--- src/core/bcs_pkg.sv ---
/*
  package for the breaker control and status block: timing constants, reset
  values, indication modes and the shape of the event record.
  assumes a 40 mhz core clock and a millisecond setting grain.
*/
package bcs_pkg;
    // ----------------------------------------
    // timing
    // ----------------------------------------
    localparam int CLK_HZ = 40000000;           // core clock rate
    localparam int TICK_US = 1000;              // setting grain in us (0.001 s step)
    localparam int TICK_CYC = (CLK_HZ / 1000000) * TICK_US; // cycles per ms step
    localparam int TMR_MS_MAX = 2000;           // longest setting, 2.000 s
    localparam logic [10:0] OP_TIME_DEFAULT = 11'h046;   // 0.070 s
    localparam logic [10:0] DISC_TIME_DEFAULT = 11'h046; // 0.070 s
    localparam logic [15:0] TICK_LAST = 16'(TICK_CYC - 1);
    // ----------------------------------------
    // counters and events
    // ----------------------------------------
    localparam int OPS_W = 16;                  // operation counter width
    localparam logic [15:0] OPS_RESET = 16'h0000;
    localparam int EVT_W = 8;                   // event word width

    // indication mode
    typedef enum logic {BCS_MODE_3POLE, BCS_MODE_1POLE} bcs_mode_t;
    // derived position
    typedef enum logic [1:0] {BCS_POS_OPEN, BCS_POS_CLOSED, BCS_POS_BAD, BCS_POS_MID} bcs_pos_t;
endpackage

--- src/core/bcs_tmr_if.sv ---
/*
  interface carrying a run level, a setting and the expiry flag between the
  top module and its delay timers. assumes one shared clock.
*/
`timescale 1ns/1ps
interface bcs_tmr_if;
    logic run;          // timer runs while high, clears when low
    logic [10:0] ms;    // delay setting in ms
    logic expired;      // high once the delay has elapsed
    modport owner (output run, output ms, input expired);
    modport timer (input run, input ms, output expired);
endinterface // bcs_tmr_if

--- src/core/bcs_breaker_ctrl.sv ---
/*
  breaker control and position status: open/close command gating, pole
  position derivation, bad-status and pole-discrepancy timers, operation
  counter and change events.
  assumes all inputs are synchronous to core_clk and already selected.
*/
// How it works
// - combined option ORs trips into open
// - per-pole external trips reach pole reporting
// - external open input drives open relay
// - block-open suppresses every open command
// - external close input drives close relay
// - autoreclose close passes only when supervised
// - block-close suppresses every close command
// - local input inhibits interlocked open and close
// - mode picks one or three pole inputs
// - closed indication from normally-open contact
// - opened from normally-closed, or inverted closed
// - in one-pole mode phase b and c inputs give poles b and c
// - both indications off runs bad-status timer
// - pole disagreement runs discrepancy timer
// - counter reset clears operation counter
// - events enabled logs state changes
// - disabled function forces relay, trip, position and alarm outputs off; op_count holds unless counter_reset clears it
// - substitution replaces derived position
`timescale 1ns/1ps
module bcs_breaker_ctrl
    import bcs_pkg::*;
#(
    parameter int OPS_WIDTH = OPS_W
)
(
    input wire logic core_clk,
    input wire logic rstn,
    // settings
    input wire logic function_en,
    input wire logic combined_en,
    input wire logic substitution_en,
    input wire logic events_en,
    input wire bcs_mode_t indication_mode,
    input wire logic [2:0] opened_from_inverse,
    input wire logic [10:0] operate_time_ms,
    input wire logic [10:0] discrepancy_time_ms,
    input wire logic [1:0] subst_position,
    // commands
    input wire logic [2:0] trip_scheme,
    input wire logic [2:0] ext_trip,
    input wire logic ext_open,
    input wire logic block_open,
    input wire logic ext_close,
    input wire logic ar_close,
    input wire logic sync_check_permit,
    input wire logic block_close,
    input wire logic local_input,
    input wire logic counter_reset,
    // contacts, index 0 = pole a / three-pole
    input wire logic [2:0] breaker_aux_closed_contact,
    input wire logic [2:0] breaker_aux_open_contact,
    // outputs
    output logic open_relay,
    output logic close_relay,
    output logic [2:0] trip_report,
    output logic [2:0] pole_closed,
    output logic [2:0] pole_opened,
    output logic three_pole_closed,
    output logic three_pole_opened,
    output logic bad_status,
    output logic discrepancy_alarm,
    output logic [OPS_WIDTH-1:0] op_count,
    output logic event_valid,
    output logic [EVT_W-1:0] event_data
);
    // ----------------------------------------
    // command gating
    // ----------------------------------------
    wire trip_any = |trip_scheme;
    wire open_req = ext_open | (combined_en & trip_any);
    wire open_ok = function_en & ~block_open & ~local_input;
    wire next_open = open_req & open_ok;
    wire ar_ok = ar_close & sync_check_permit;
    wire close_req = ext_close | ar_ok;
    wire close_ok = function_en & ~block_close & ~local_input;
    // open wins if both pass their gates: never drive both coils together
    wire next_close = close_req & close_ok & ~next_open;
    wire [2:0] next_trip_report = function_en ? ext_trip : 3'h0;

    // ----------------------------------------
    // position derivation per pole
    // ----------------------------------------
    logic [2:0] raw_closed; // contact closed indication
    logic [2:0] raw_opened; // contact opened indication
    genvar p;
    generate
        for (p = 0; p < 3; p++) begin : g_pole
            // three-pole mode copies pole a onto all poles
            wire logic src = (indication_mode == BCS_MODE_3POLE) ? 1'b0 : 1'b1;
            wire logic cl = src ? breaker_aux_closed_contact[p]
                                : breaker_aux_closed_contact[0];
            wire logic op = src ? breaker_aux_open_contact[p]
                                : breaker_aux_open_contact[0];
            wire logic inv = src ? opened_from_inverse[p] : opened_from_inverse[0];
            assign raw_closed[p] = cl;
            assign raw_opened[p] = inv ? ~cl : op;
        end
    endgenerate

    // substitution forces every pole to the entered position
    wire subst_closed = (subst_position == BCS_POS_CLOSED);
    wire subst_opened = (subst_position == BCS_POS_OPEN);
    wire [2:0] sel_closed = substitution_en ? {3{subst_closed}} : raw_closed;
    wire [2:0] sel_opened = substitution_en ? {3{subst_opened}} : raw_opened;
    wire [2:0] next_closed = function_en ? sel_closed & ~sel_opened : 3'h0;
    wire [2:0] next_opened = function_en ? sel_opened & ~sel_closed : 3'h0;
    wire next_3p_closed = &next_closed;
    wire next_3p_opened = &next_opened;

    // ----------------------------------------
    // timers
    // ----------------------------------------
    bcs_tmr_if op_t ();   // bad-status timer
    bcs_tmr_if disc_t (); // pole discrepancy timer
    // runs while any pole shows neither contact; a stuck both-on does not qualify
    assign op_t.run = function_en & (|(~sel_closed & ~sel_opened));
    assign op_t.ms = operate_time_ms;
    // the user is expected to set this to the breaker's own operating time
    wire poles_agree = next_3p_closed | next_3p_opened;
    assign disc_t.run = function_en & ~poles_agree;
    assign disc_t.ms = discrepancy_time_ms;

    bcs_delay_timer u_op_tmr (
        .core_clk(core_clk),
        .rstn(rstn),
        .t(op_t)
    );
    bcs_delay_timer u_disc_tmr (
        .core_clk(core_clk),
        .rstn(rstn),
        .t(disc_t)
    );

    // ----------------------------------------
    // operation counter
    // ----------------------------------------
    // a transition completes when the opposite settled state is reached,
    // so a bad-status interval in between does not double count
    logic last_settled_closed; // last settled three-pole state
    logic settled_valid;       // a settled state has been seen
    wire to_closed = next_3p_closed & settled_valid & ~last_settled_closed;
    wire to_opened = next_3p_opened & settled_valid & last_settled_closed;
    wire op_done = to_closed | to_opened;

    // ----------------------------------------
    // event word
    // ----------------------------------------
    wire [EVT_W-1:0] next_state_word = {next_open, next_close, next_3p_closed, next_3p_opened,
                                        op_t.expired, disc_t.expired, 1'b0, function_en};
    logic [EVT_W-1:0] prev_state_word; // snapshot from the previous cycle, kept whether or not events are on

    // ----------------------------------------
    // registered outputs
    // ----------------------------------------
    always_ff @(posedge core_clk or negedge rstn) begin
        if (!rstn) begin
            open_relay <= 1'b0;
            close_relay <= 1'b0;
            trip_report <= 3'h0;
            pole_closed <= 3'h0;
            pole_opened <= 3'h0;
            three_pole_closed <= 1'b0;
            three_pole_opened <= 1'b0;
            bad_status <= 1'b0;
        end else begin
            open_relay <= next_open;
            close_relay <= next_close;
            trip_report <= next_trip_report;
            pole_closed <= next_closed;
            pole_opened <= next_opened;
            three_pole_closed <= next_3p_closed;
            three_pole_opened <= next_3p_opened;
            bad_status <= op_t.expired & function_en;
        end
    end

    // alarm latches on expiry and clears once the poles agree or the function is disabled
    always_ff @(posedge core_clk or negedge rstn) begin
        if (!rstn) begin
            discrepancy_alarm <= 1'b0;
        end else if (!function_en || poles_agree) begin
            discrepancy_alarm <= 1'b0;
        end else if (disc_t.expired) begin
            discrepancy_alarm <= 1'b1;
        end
    end

    // counter: reset input has priority over a coincident transition
    always_ff @(posedge core_clk or negedge rstn) begin
        if (!rstn) begin
            op_count <= OPS_WIDTH'(OPS_RESET);
            last_settled_closed <= 1'b0;
            settled_valid <= 1'b0;
        end else begin
            if (counter_reset) begin
                op_count <= OPS_WIDTH'(OPS_RESET);
            end else if (op_done) begin
                op_count <= op_count + OPS_WIDTH'(1);
            end
            if (next_3p_closed | next_3p_opened) begin
                last_settled_closed <= next_3p_closed;
                settled_valid <= 1'b1;
            end
        end
    end

    // change logger: one pulse per changed snapshot while events are on
    always_ff @(posedge core_clk or negedge rstn) begin
        if (!rstn) begin
            prev_state_word <= '0;
            event_valid <= 1'b0;
            event_data <= '0;
        end else begin
            prev_state_word <= next_state_word;
            event_valid <= events_en && (next_state_word != prev_state_word);
            event_data <= next_state_word;
        end
    end
endmodule // bcs_breaker_ctrl

--- src/core/bcs_delay_timer.sv ---
/*
  pickup timer in millisecond steps: counts while run is high, reports
  expiry, clears at once when run drops. assumes synchronous run input.
*/
`timescale 1ns/1ps
module bcs_delay_timer
    import bcs_pkg::*;
(
    input wire logic core_clk,
    input wire logic rstn,
    bcs_tmr_if.timer t
);
    logic [15:0] sub;   // cycles within the current ms step
    logic [10:0] ms_cnt; // elapsed whole ms
    wire tick = (sub == TICK_LAST);
    wire done = (ms_cnt >= t.ms);

    // ----------------------------------------
    // count
    // ----------------------------------------
    // zero setting expires one cycle after run rises
    always_ff @(posedge core_clk or negedge rstn) begin
        if (!rstn) begin
            sub <= 16'h0000;
            ms_cnt <= 11'h000;
            t.expired <= 1'b0;
        end else if (!t.run) begin
            sub <= 16'h0000;
            ms_cnt <= 11'h000;
            t.expired <= 1'b0;
        end else begin
            sub <= tick ? 16'h0000 : sub + 16'h0001;
            if (tick && !done) begin
                ms_cnt <= ms_cnt + 11'h001;
            end
            t.expired <= done;
        end
    end
endmodule // bcs_delay_timer

--- config.mk ---
export PLATFORM = sky130hd
export DESIGN_NAME = bcs_breaker_ctrl
export DESIGN_NICKNAME = d
export VERILOG_FILES = /design/src/core/bcs_pkg.sv /design/src/core/bcs_tmr_if.sv /design/src/core/bcs_breaker_ctrl.sv /design/src/core/bcs_delay_timer.sv
export SDC_FILE = /design/constraint.sdc
export NUM_CORES = 1
export LEC_CHECK = 0
export BUFFER_PORTS_ARGS = -buffer_cell sky130_fd_sc_hd__buf_2
export CORE_MARGIN = 3
export CORE_UTILIZATION = 57
export DETAILED_ROUTE_END_ITERATION = 8
export PLACE_DENSITY = 0.86
export SETUP_SLACK_MARGIN = 0.02
export SLEW_MARGIN = 20
export SYNTH_ARGS = -nofsm -noshare
export SYNTH_HDL_FRONTEND = slang
export SYNTH_SLANG_ARGS = --single-unit
--- constraint.sdc ---
create_clock -name core_clk -period 2.6 [get_ports core_clk]
set_input_delay 0.26 -clock core_clk [delete_from_list [all_inputs] [get_ports core_clk]]
set_output_delay 0.26 -clock core_clk [all_outputs]
set_load 0.05 [all_outputs]
# Word-level counts from Yosys, hierarchy flattened
# Cells that the tools add are included.
# op_classes
add_sub_neg	5
order_cmp	2
n_eq_ne	6
mux	28
n_bitwise	34
reduce_logical	14
# ops
operator	n
two-way mux 16 bit	6
adder 16 x 1 -> 16 bit, second input constant	3
two-way mux 11 bit	4
equality test 16 bit, second input constant	2
adder 11 x 1 -> 11 bit, second input constant	2
greater-or-equal comparator 11 bit	2
bitwise AND 1 bit	16
two-way mux 3 bit	5
two-way mux 1 bit	13
bitwise AND 3 bit	3
inverter 1 bit	9
!= test 7 bit	1
inverter 3 bit	2
AND reduction 3 bit	2
OR reduction 3 bit	2
!= test 2 bit, second input constant	2
OR 1 bit	4
nonzero test 2 bit	2
logical AND 1 bit	3
zero test 1 bit	3
equality test 2 x 1 -> 1 bit, second input constant	1
zero test 2 bit	1
logical OR 1 bit	1
# totals
register_bits	97
inputBits	54
out_inout_bits	40

# Longest topological paths before layout
# Gate-level depths: netlist (run 1).
# logic_depth
depth_word	13
mapped_depth	10
mapped_depth_nobuf	8

# By module
# A second synthesis (run 1) with hierarchy kept.
# unflattened
hier_cells	561
area_unflattened_um2	5451.5
# modules_own_cells
module	n_inst	cells_each	area_per_inst_um2
bcs_delay_timer	2	176	1646.6
bcs_breaker_ctrl	1	209	2158.3

# Worst setup path after synthesis (run 1)
# OpenSTA, ideal clock, no wires.
# synth_path
kind	register to register
startpoint	reg u_disc_tmr.ms_cnt[0]
endpoint	reg u_disc_tmr.ms_cnt[1]
setup_ns	0.123
arrival_time_ns	2.038
t_required_ns	2.477
path_slack_ns	0.439
stages_incl_launch_ff	10
path_buffers	1
path_cell_list	dfrtp_1 -> inv_1 -> ha_1 -> nand2b_1 -> a211oi_1 -> o221ai_1 -> clkbuf_1 -> a211oi_1 -> mux2i_1 -> nor2_1
# synth_between
elab_chain_len	4
# synth_lines
element	line_no	source
from (decl)	bcs_delay_timer.sv:14	logic [10:0] ms_cnt;
from (signal assigned)	bcs_delay_timer.sv:34	ms_cnt <= ms_cnt + 11'h001;
greater-or-equal comparator 11 bit	bcs_delay_timer.sv:16	wire done = (ms_cnt >= t.ms);
zero test 1 bit	bcs_delay_timer.sv:33	if (tick && !done) begin
logical AND 1 bit	bcs_delay_timer.sv:33	
!= test 2 bit (no line)	n/a	
# Parallel ways exist; a longest one is shown, timed or not. The select of a mux whose other input is x is not followed.
# A chain may end at the register's enable or synchronous reset.

# Final worst setup path (run 1)
# Ends and elaborated chain as after synthesis.

==> results.sh, run 1 <==
export IMPL_worstPathMaxFanout=11
export IMPL_start_kind="register"
export IMPL_critPathKind="reg2reg"
export IMPL_synth_edf_count=0
export IMPL_cts_htree_levels=3
export IMPL_grt_setup_unrepaired="false"
export IMPL_dp_slack_ns=-0.004507
export IMPL_numCtsBuffers=9
export IMPL_maxSlewHeadroom=0.3038
export IMPL_vias_per_cell=5.703
export IMPL_worst_slack_ns=0.1523
export IMPL_hold_class="in2reg"
export IMPL_num_antenna_cells=0
export IMPL_cts_sinks=93
export IMPL_track_usage=0.2324
export IMPL_clk_path_buf_depth=2
export IMPL_io_pins=94
export IMPL_synthAdderAreaFrac=0.06149
export IMPL_core_um2=9284
export IMPL_min_delay_start="ext_trip[1]"
export IMPL_ys_types=62
export IMPL_num_vias=4585
export IMPL_antenna_left=0
export IMPL_synth_xor_xnor_area_share=0.06855
export IMPL_grt_overflow=0
export IMPL_r2r_cells=9
export IMPL_grt_pass1_vias=4680
export IMPL_seq_area_frac_synth=0.4236
export IMPL_cp_slowest_cell="dfrtp_1"
export IMPL_clk_latency_ns=0.36
export IMPL_fin_worst_skew_ns=0.01052
export IMPL_setup_viol=0
export IMPL_status="complete, no violations"
export IMPL_antenna_found_initial=0
export IMPL_cts_tree="done"
export IMPL_synth_compound_area_frac=0.1312
export IMPL_async_flop_share=1.000
export IMPL_mostFrequentLayoutCells="dfrtp_1, buf_2, nor2_1"
export IMPL_grt_max_degree=54
export IMPL_netlist_area_um2=5494
export IMPL_avgRoutedWirePerCell_um=15.36
export IMPL_crit_chain="inv_1, ha_1, nand2b_1, a211oi_1, o221ai_1, buf_4, a211oi_1, mux2i_1, nor2_1"
export IMPL_cts_resized=0
export IMPL_min_period_ns=2.448
export IMPL_path_clk_slew_ns=0.10
export IMPL_p_per_area_nw_per_um2=455.6
export IMPL_synth_top_family_by_area="simple AND/OR/NAND/NOR gates"
export IMPL_required_ns=2.83
export IMPL_regToRegSetupSlack_ns=0.15
export IMPL_maxCapViolCount=0
export IMPL_firstDrtPassIters=5
export IMPL_fillers=719
export IMPL_floorplan_initialDensity=0.5918
export IMPL_worst_pin_slew_ns=1.042
export IMPL_hold_worst_slack_ns=0.09995
export IMPL_min_to="trip_report[1]"
export IMPL_r2r_end="u_disc_tmr.ms_cnt[1]"
export IMPL_finalMaxSlewViolations=0
export IMPL_area_growth_pct=14.21
export IMPL_dieArea_um2=10850
export IMPL_final_nets=751
export IMPL_drive_above_1_share=0.2104
export IMPL_yosys_warnings=0
export IMPL_portBuffers=92
export IMPL_syn_inst=581
export IMPL_fin_crit_sh=0.9414
export IMPL_path_common_cell="a211oi_1"
export IMPL_yosys_area_share_simple=0.2293
export IMPL_grt_first_pass_wirelength_mm=20.90
export IMPL_hold_depth=2
export IMPL_drc=0
export IMPL_hold_viol=0
export IMPL_cp_arrival_ns=2.68
export IMPL_synth_mux_area_frac=0.03211
export IMPL_drt_iter0_markers=278
export IMPL_endpoint_kind="register"
export IMPL_dpl_hpwl_mm=9.088
export IMPL_vdd_drop_max_uv=269.8
export IMPL_ys_flop_type="dfrtp_1"
export IMPL_gp_congestion=0.8676
export IMPL_synth_fp_nets=662
export IMPL_p_leak_nw=3.054
export IMPL_synth_seq_cells=93
export IMPL_power_mw=2.859
export IMPL_die_w_um=104.2
export IMPL_reg2reg_from="u_disc_tmr.ms_cnt[0]"
export IMPL_mostFrequentLayoutCell="dfrtp_1"
export IMPL_fmax_mhz=408.5
export IMPL_cts_root_buf="clkbuf_8"
export IMPL_crit_path_max_incr_delay_ns=0.45
export IMPL_routed_wl_mm=12.35
export IMPL_avgSynthCellArea_um2=9.456
export IMPL_std_cell_rows=35
export IMPL_die_h_um=104.2
[report_power, final]
group / internal, mW / switching [mW] / leakage [nW]
Sequential: 1.48 / 0.0205 / 1.28
Clock: 0.480 / 0.545 / 0.101
Combinational: 0.110 / 0.227 / 1.67
Total: 2.07 / 0.792 / 3.05
[layer usage]
metal / global-route usage / vias to the layer above / share of wire
met3: 0.05462 / 31 / 0.058
met1: 0.2844 / 2189 / 0.43
met5: 0 / - / 0
met4: 0.08832 / 0 / 0.021
met2: 0.3993 / 175 / 0.49
li1: - / 2190 / -
[flip-flops by register name (all words and copies together), names as in the netlist, 7 cells and up]
signal	flops
event_data	7
u_disc_tmr.sub	16
u_disc_tmr.ms_cnt	11
u_op_tmr.sub	16
op_count	16
u_op_tmr.ms_cnt	11
[synth_stat cells (12+ instances only)]
cell type / n / area [µm²]
a21oi_1: 29 / 145.1
inv_1: 46 / 172.7
nor2_1: 77 / 289.0
nand3_1: 29 / 145.1
nand4_1: 16 / 100.1
dfrtp_1: 93 / 2327
xnor2_1: 24 / 210.2
nand2_1: 25 / 93.84
xor2_1: 19 / 166.4
nor2b_1: 18 / 112.6
and3_1: 14 / 87.58
a211oi_1: 12 / 90.09
o21ai_0: 18 / 90.09
ha_1: 27 / 337.8
[metrics by stage]
step                instance area (µm²)  std cells  setup TNS, ns  utilization
detailed placement                 6057        787      -0.008404       0.6524
floorplan                          5494        581              0            -
global placement                   6057        787              0       0.6524
CTS                                6275        804              0       0.6759
finish                             6275        804              0       0.6759
global route                       6275        804              0       0.6759
[critical path, delay by kind of cell (launching register included)]
| kind | cells | cell delay, ns |
|---|---|---|
| AO/OA/AOI/OAI | 3 | 0.85 |
| buffers and inverters | 2 | 0.28 |
| flip-flops | 1 | 0.45 |
| multiplexers | 1 | 0.28 |
| adder cells (fa/ha/maj) | 1 | 0.26 |
| AND/OR/NAND/NOR | 2 | 0.20 |
[cell type report]
class	instances	area [µm²]	share of cell area
Clock inverter	6	70.07	0.01117
Multi-Input combinational cell	421	2875	0.4582
Inverter	46	172.7	0.02752
Clock buffer	10	137.6	0.02193
Sequential cell	93	2327	0.3709
Timing Repair Buffer	99	530.5	0.08455
Tap cell	129	161.4	0.02572
[how the worst max path moves through the flow]
stage,depth (start not counted),from,endpoint
after floorplan,9,u_disc_tmr.ms_cnt[0],u_disc_tmr.ms_cnt[1]
after global placement,7,substitution_en,u_op_tmr.sub[11]
after detailed placement,7,substitution_en,u_op_tmr.sub[3]
after CTS,9,u_disc_tmr.ms_cnt[0],u_disc_tmr.ms_cnt[1]
after global routing,8,u_op_tmr.ms_cnt[4],u_op_tmr.ms_cnt[3]
final,9,u_disc_tmr.ms_cnt[0],u_disc_tmr.ms_cnt[1]
[kinds of logic after synthesis]
kind of cell / Yosys count
AOI/OAI and AO/OA: 99
xor gates and xnor gates: 43
adders and majority gates: 27
buffers and inverters: 67
DFF: 93
muxes: 16
other: 1
and+or+nand+nor: 235
[timing repair]
item                      4_1_cts  5_1_grt
hold buffers                    1        0
buffers inserted                0        0
hold endpoints to repair       40        0
Note: power is estimated with default switching activity, not from simulation.
==> run 2: changes to the inputs <==
Settings changed: CORE_UTILIZATION 57 to 51, PLACE_DENSITY 0.86 to 0.81.
Clock period 2.6 ns to 2.18 ns, I/O delays scaled along.
==> run 2 against run 1 <==
Global-route usage shrank 1.8 points; via count grew 3.4%; setup slack lost 0.12 ns; critical path depth is the same; hold slack lost 0.041 ns; total power grew 20%; final area grew 10%; clock skew grew 0.0038 ns; count of clock-buffer cells in the layout is the same; critical path type unchanged; largest cell class unchanged; largest power group unchanged; highest routed layer unchanged.
==> results.sh, run 2 (same netlist as run 1, synthesis figures left out) <==
export IMPL_r2r_cells=9
export IMPL_start_kind="register"
export IMPL_portBuffers=92
export IMPL_gp_congestion=0.8642
export IMPL_grt_pass1_vias=4624
export IMPL_grt_setup_unrepaired="true"
export IMPL_worst_slack_ns=0.03722
export IMPL_routed_wl_mm=12.93
export IMPL_endpoint_kind="register"
export IMPL_vdd_drop_max_uv=293.5
export IMPL_hold_class="in2reg"
export IMPL_core_um2=10420
export IMPL_cts_htree_levels=3
export IMPL_track_usage=0.2143
export IMPL_cp_arrival_ns=2.43
export IMPL_antenna_left=0
export IMPL_required_ns=2.47
export IMPL_fillers=828
export IMPL_drt_iter0_markers=277
export IMPL_num_antenna_cells=0
export IMPL_dp_slack_ns=-0.1225
export IMPL_clk_latency_ns=0.37
export IMPL_clk_path_buf_depth=2
export IMPL_die_h_um=109.8
export IMPL_maxSlewHeadroom=0.3955
export IMPL_hold_depth=2
export IMPL_num_vias=4741
export IMPL_p_leak_nw=3.313
export IMPL_floorplan_initialDensity=0.5274
export IMPL_dpl_hpwl_mm=9.183
export IMPL_hold_viol=0
export IMPL_p_per_area_nw_per_um2=497.1
export IMPL_mostFrequentLayoutCells="dfrtp_1, buf_2, nor2_1"
export IMPL_fmax_mhz=466.7
export IMPL_finalMaxSlewViolations=0
export IMPL_grt_first_pass_wirelength_mm=20.64
export IMPL_io_pins=94
export IMPL_worst_pin_slew_ns=0.9067
export IMPL_numCtsBuffers=9
export IMPL_die_w_um=109.8
export IMPL_hold_worst_slack_ns=0.05848
export IMPL_vias_per_cell=5.532
export IMPL_avgRoutedWirePerCell_um=15.09
export IMPL_cts_root_buf="clkbuf_8"
export IMPL_setup_viol=0
export IMPL_path_clk_slew_ns=0.10
export IMPL_critPathKind="reg2reg"
export IMPL_cts_sinks=93
export IMPL_grt_max_degree=94
export IMPL_min_delay_start="block_open"
export IMPL_cp_startpoint="u_op_tmr.ms_cnt[0]"
export IMPL_regToRegSetupSlack_ns=0.04
export IMPL_grt_overflow=0
export IMPL_fin_worst_skew_ns=0.01429
export IMPL_min_period_ns=2.143
export IMPL_area_growth_pct=25.58
export IMPL_maxCapViolCount=0
export IMPL_cts_tree="done"
export IMPL_fin_crit_sh=0.9829
export IMPL_worstPathMaxFanout=7
export IMPL_top_regs="op_count x16, u_disc_tmr.sub x16, u_op_tmr.sub x16"
export IMPL_drive_above_1_share=0.3079
export IMPL_dieArea_um2=12050
export IMPL_firstDrtPassIters=5
export IMPL_reg2reg_from="u_op_tmr.ms_cnt[0]"
export IMPL_drc=0
export IMPL_status="complete, no violations"
export IMPL_final_nets=797
export IMPL_antenna_found_initial=0
export IMPL_std_cell_rows=37
-- run 2: worst paths after layout --
path | to
worst max-delay path | u_op_tmr.ms_cnt[6]
worst min-delay path | event_data[7]
worst max register to register | u_op_tmr.ms_cnt[6]
worst min register to register | event_data[3]
max in group asynchronous | u_disc_tmr.ms_cnt[5]
min in group asynchronous | pole_closed[0]
-- run 2: what timing repair did --
item                                    in CTS  in global routing
hold endpoints to repair                    93                  0
endpoints found under the setup margin       7                 22
resized for setup                            7                 39
buffers inserted                             3                 14
hold buffers                                 1                  0
pin swaps                                    4                 14
cloned                                       1                  0
-- run 2: stage by stage --
stage	std cells	instance area, µm²	setup TNS [ns]	util	power [mW]
CTS	843	6555	0	0.6293	3.433
floorplan	581	5499	0	-	2.061
global route	857	6899	-0.2855	0.6623	3.595
finish	857	6899	0	0.6623	3.430
global placement	822	6306	0	0.6054	2.232
detailed placement	822	6306	-0.4507	0.6054	2.251
-- run 2: where the power goes --
group	switching, mW	leakage, nW	internal, mW
Clock	0.650	0.101	0.542
Sequential	0.0236	1.28	1.76
Combinational	0.285	1.93	0.168
-- run 2: critical path, cell delays in order (launching register included) --
cell and delay (ns):
dfrtp_1 0.42, inv_2 0.09, ha_4 0.20, nor2b_2 0.13, o21ai_2 0.07, a21oi_2 0.18, o2111ai_2 0.18, buf_6 0.17
or4_4 0.46, a21oi_1 0.17
-- run 2: final cells by class --
class | count | area (µm²) | area share
Timing Repair Buffer | 145 | 915.9 | 0.1328
Clock inverter | 6 | 70.07 | 0.01016
Clock buffer | 10 | 127.6 | 0.01850
Inverter | 46 | 172.7 | 0.02503
Sequential cell | 93 | 2328 | 0.3375
Tap cell | 136 | 170.2 | 0.02466
Multi-Input combinational cell | 421 | 3114 | 0.4514
-- run 2: per-layer routing --
metal | GRT usage | wire length (µm) | vias to the layer above
li1 | - | - | 2285
met1 | 0.2648 | 5552 | 2296
met2 | 0.3718 | 6482 | 132
met3 | 0.04052 | 620 | 28
met4 | 0.07747 | 274 | 0
met5 | 0 | 0 | -
==> run 3: changes to the inputs <==
Settings changed: CORE_UTILIZATION 51 to 57, PLACE_DENSITY 0.81 to 0.86.
Clock period 2.18 ns to 2.1 ns, I/O delays scaled along.
==> run 3 against run 2 <==
Register-to-register slack got worse by 0.20 ns; setup slack got worse by 0.20 ns; final area rose by 0.74%; largest cell class unchanged; cell count fell by 0.12%; fmax fell by 5.1%; the flow now finishes with violations (setup timing); sequential power rose by 4%; largest power group unchanged; global-route usage rose by 2.8 points.
==> results.sh, run 3 (same netlist as run 1, synthesis figures left out) <==
export IMPL_hold_class="in2reg"
export IMPL_gp_congestion=0.8816
export IMPL_drt_iter0_markers=288
export IMPL_worst_slack_ns=-0.1586
export IMPL_antenna_found_initial=0
export IMPL_hold_depth=2
export IMPL_fin_util=0.7487
export IMPL_cp_arrival_ns=2.51
export IMPL_violations="setup timing"
export IMPL_die_h_um=104.2
export IMPL_status="finished, violations left"
export IMPL_track_usage=0.2420
export IMPL_min_delay_start="block_open"
export IMPL_num_vias=4907
export IMPL_mostFrequentLayoutCell="dfrtp_1"
export IMPL_cts_sinks=93
export IMPL_r2r_end="u_disc_tmr.ms_cnt[5]"
export IMPL_clk_path_buf_depth=2
export IMPL_maxSlewHeadroom=0.5817
export IMPL_min_to="event_data[7]"
export IMPL_start_kind="register"
export IMPL_routed_wl_mm=13.97
export IMPL_grt_setup_unrepaired="true"
export IMPL_dpl_hpwl_mm=9.460
export IMPL_fmax_mhz=442.8
export IMPL_vias_per_cell=5.732
export IMPL_portBuffers=92
export IMPL_regToRegSetupSlack_ns=-0.16
export IMPL_min_period_ns=2.259
export IMPL_area_growth_pct=26.51
export IMPL_met3_usage=0.03538
export IMPL_core_um2=9284
export IMPL_grt_pass1_vias=4864
export IMPL_busiest_layer="met2"
export IMPL_finalMaxSlewViolations=0
export IMPL_r2r_cells=7
export IMPL_grt_first_pass_wirelength_mm=21.96
export IMPL_worstPathMaxFanout=4
export IMPL_dieArea_um2=10850
export IMPL_p_leak_nw=3.339
export IMPL_mostFrequentLayoutCells="dfrtp_1, buf_2, nor2_1"
export IMPL_die_w_um=104.2
export IMPL_grt_overflow=0
export IMPL_drive_above_1_share=0.3150
export IMPL_firstDrtPassIters=5
export IMPL_p_per_area_nw_per_um2=506.9
export IMPL_top_regs="op_count x16, u_disc_tmr.sub x16, u_op_tmr.sub x16"
export IMPL_fin_crit_sh=1.076
export IMPL_vdd_drop_max_uv=304.8
export IMPL_cts_tree="done"
export IMPL_floorplan_initialDensity=0.5918
export IMPL_critPathKind="reg2reg"
export IMPL_endpoint_kind="register"
export IMPL_clk_latency_ns=0.36
export IMPL_cts_root_buf="clkbuf_8"
export IMPL_grt_max_degree=65
export IMPL_grt_use_met1=0.2904
export IMPL_required_ns=2.35
export IMPL_path_clk_slew_ns=0.09
export IMPL_fin_worst_skew_ns=0.01591
export IMPL_hold_viol=0
export IMPL_drc=0
export IMPL_worst_pin_slew_ns=0.6274
export IMPL_cts_htree_levels=3
export IMPL_avgRoutedWirePerCell_um=16.32
export IMPL_numCtsBuffers=9
export IMPL_reg2reg_from="u_disc_tmr.sub[14]"
export IMPL_setup_viol=21
export IMPL_num_antenna_cells=0
export IMPL_met2_usage=0.4434
export IMPL_std_cell_rows=35
export IMPL_io_pins=94
export IMPL_maxCapViolCount=0
export IMPL_final_nets=803
export IMPL_fin_setup_tns_ns=-0.8554
export IMPL_antenna_left=0
run 3: cell types whose count changed in the layout (fill, tap and decap cells not counted), sizes merged:
cell      previous run  this run
buf                143       150
inv                 48        47
clkinv               3         2
clkinvlp             0         1
run 3: how the worst max path moves through the flow:
stage	from	to	slack [ns]	depth (start not counted)
floorplan	u_disc_tmr.ms_cnt[0]	u_disc_tmr.ms_cnt[8]	0.02	9
global placement	breaker_aux_closed_contact[0]	op_count[10]	-0.12	7
detailed placement	substitution_en	op_count[13]	-0.18	7
CTS	u_disc_tmr.ms_cnt[0]	u_disc_tmr.ms_cnt[8]	0.02	9
global route	u_disc_tmr.sub[13]	u_disc_tmr.ms_cnt[5]	-0.32	7
finish	u_disc_tmr.sub[14]	u_disc_tmr.ms_cnt[5]	-0.16	7
run 3: per-stage QoR:
stage | hold slack, ns | power (mW) | setup slack, ns | std cells | cell area [µm²]
after floorplan | -0.08559 | 2.139 | 0.02115 | 581 | 5499
after global placement | 0.1654 | 2.321 | -0.1219 | 824 | 6365
after detailed placement | 0.1696 | 2.341 | -0.1769 | 824 | 6365
after CTS | 0.03798 | 3.524 | 0.01732 | 848 | 6706
after global routing | 0.04657 | 3.685 | -0.3247 | 856 | 6950
final | 0.04698 | 3.523 | -0.1586 | 856 | 6950
run 3: timing repair:
action                                  in CTS  in global routing
hold buffers                                 1                  0
pin swaps                                    7                 30
setup buffers                                6                  8
resized for setup                           17                 36
gates cloned                                 1                  1
hold endpoints to repair                    29                  0
endpoints found under the setup margin      22                 25
run 3: cell type report:
| class | count | area [µm²] |
|---|---|---|
| clock buffer | 11 | 131.4 |
| fill | 598 | 2333 |
| multi-input combinational | 421 | 3139 |
| tap | 129 | 161.4 |
| clock inverter | 5 | 60.06 |
| timing repair buffer | 151 | 958.4 |
| sequential | 93 | 2327 |
| inverter | 46 | 172.7 |
run 3: metal layers:
| layer | wire length, µm | vias to the layer above |
|---|---|---|
| li1 | - | 2304 |
| met1 | 5576 | 2415 |
| met2 | 7503 | 162 |
| met3 | 568 | 26 |
| met4 | 319 | 0 |
| met5 | 0 | - |
run 3: where the power goes:
group          total, mW  switching (mW)  internal (mW)
Combinational      0.478           0.302          0.176
Clock               1.19           0.637          0.557
Sequential          1.85          0.0237           1.83
run 3: critical path, stage by stage, from the launching register on:
cell	delay [ns]
dfrtp_1	0.39
or4b_4	0.56
nor4_4	0.44
buf_4	0.21
nand4_1	0.10
a21oi_1	0.23
xnor2_1	0.17
nor2_1	0.07
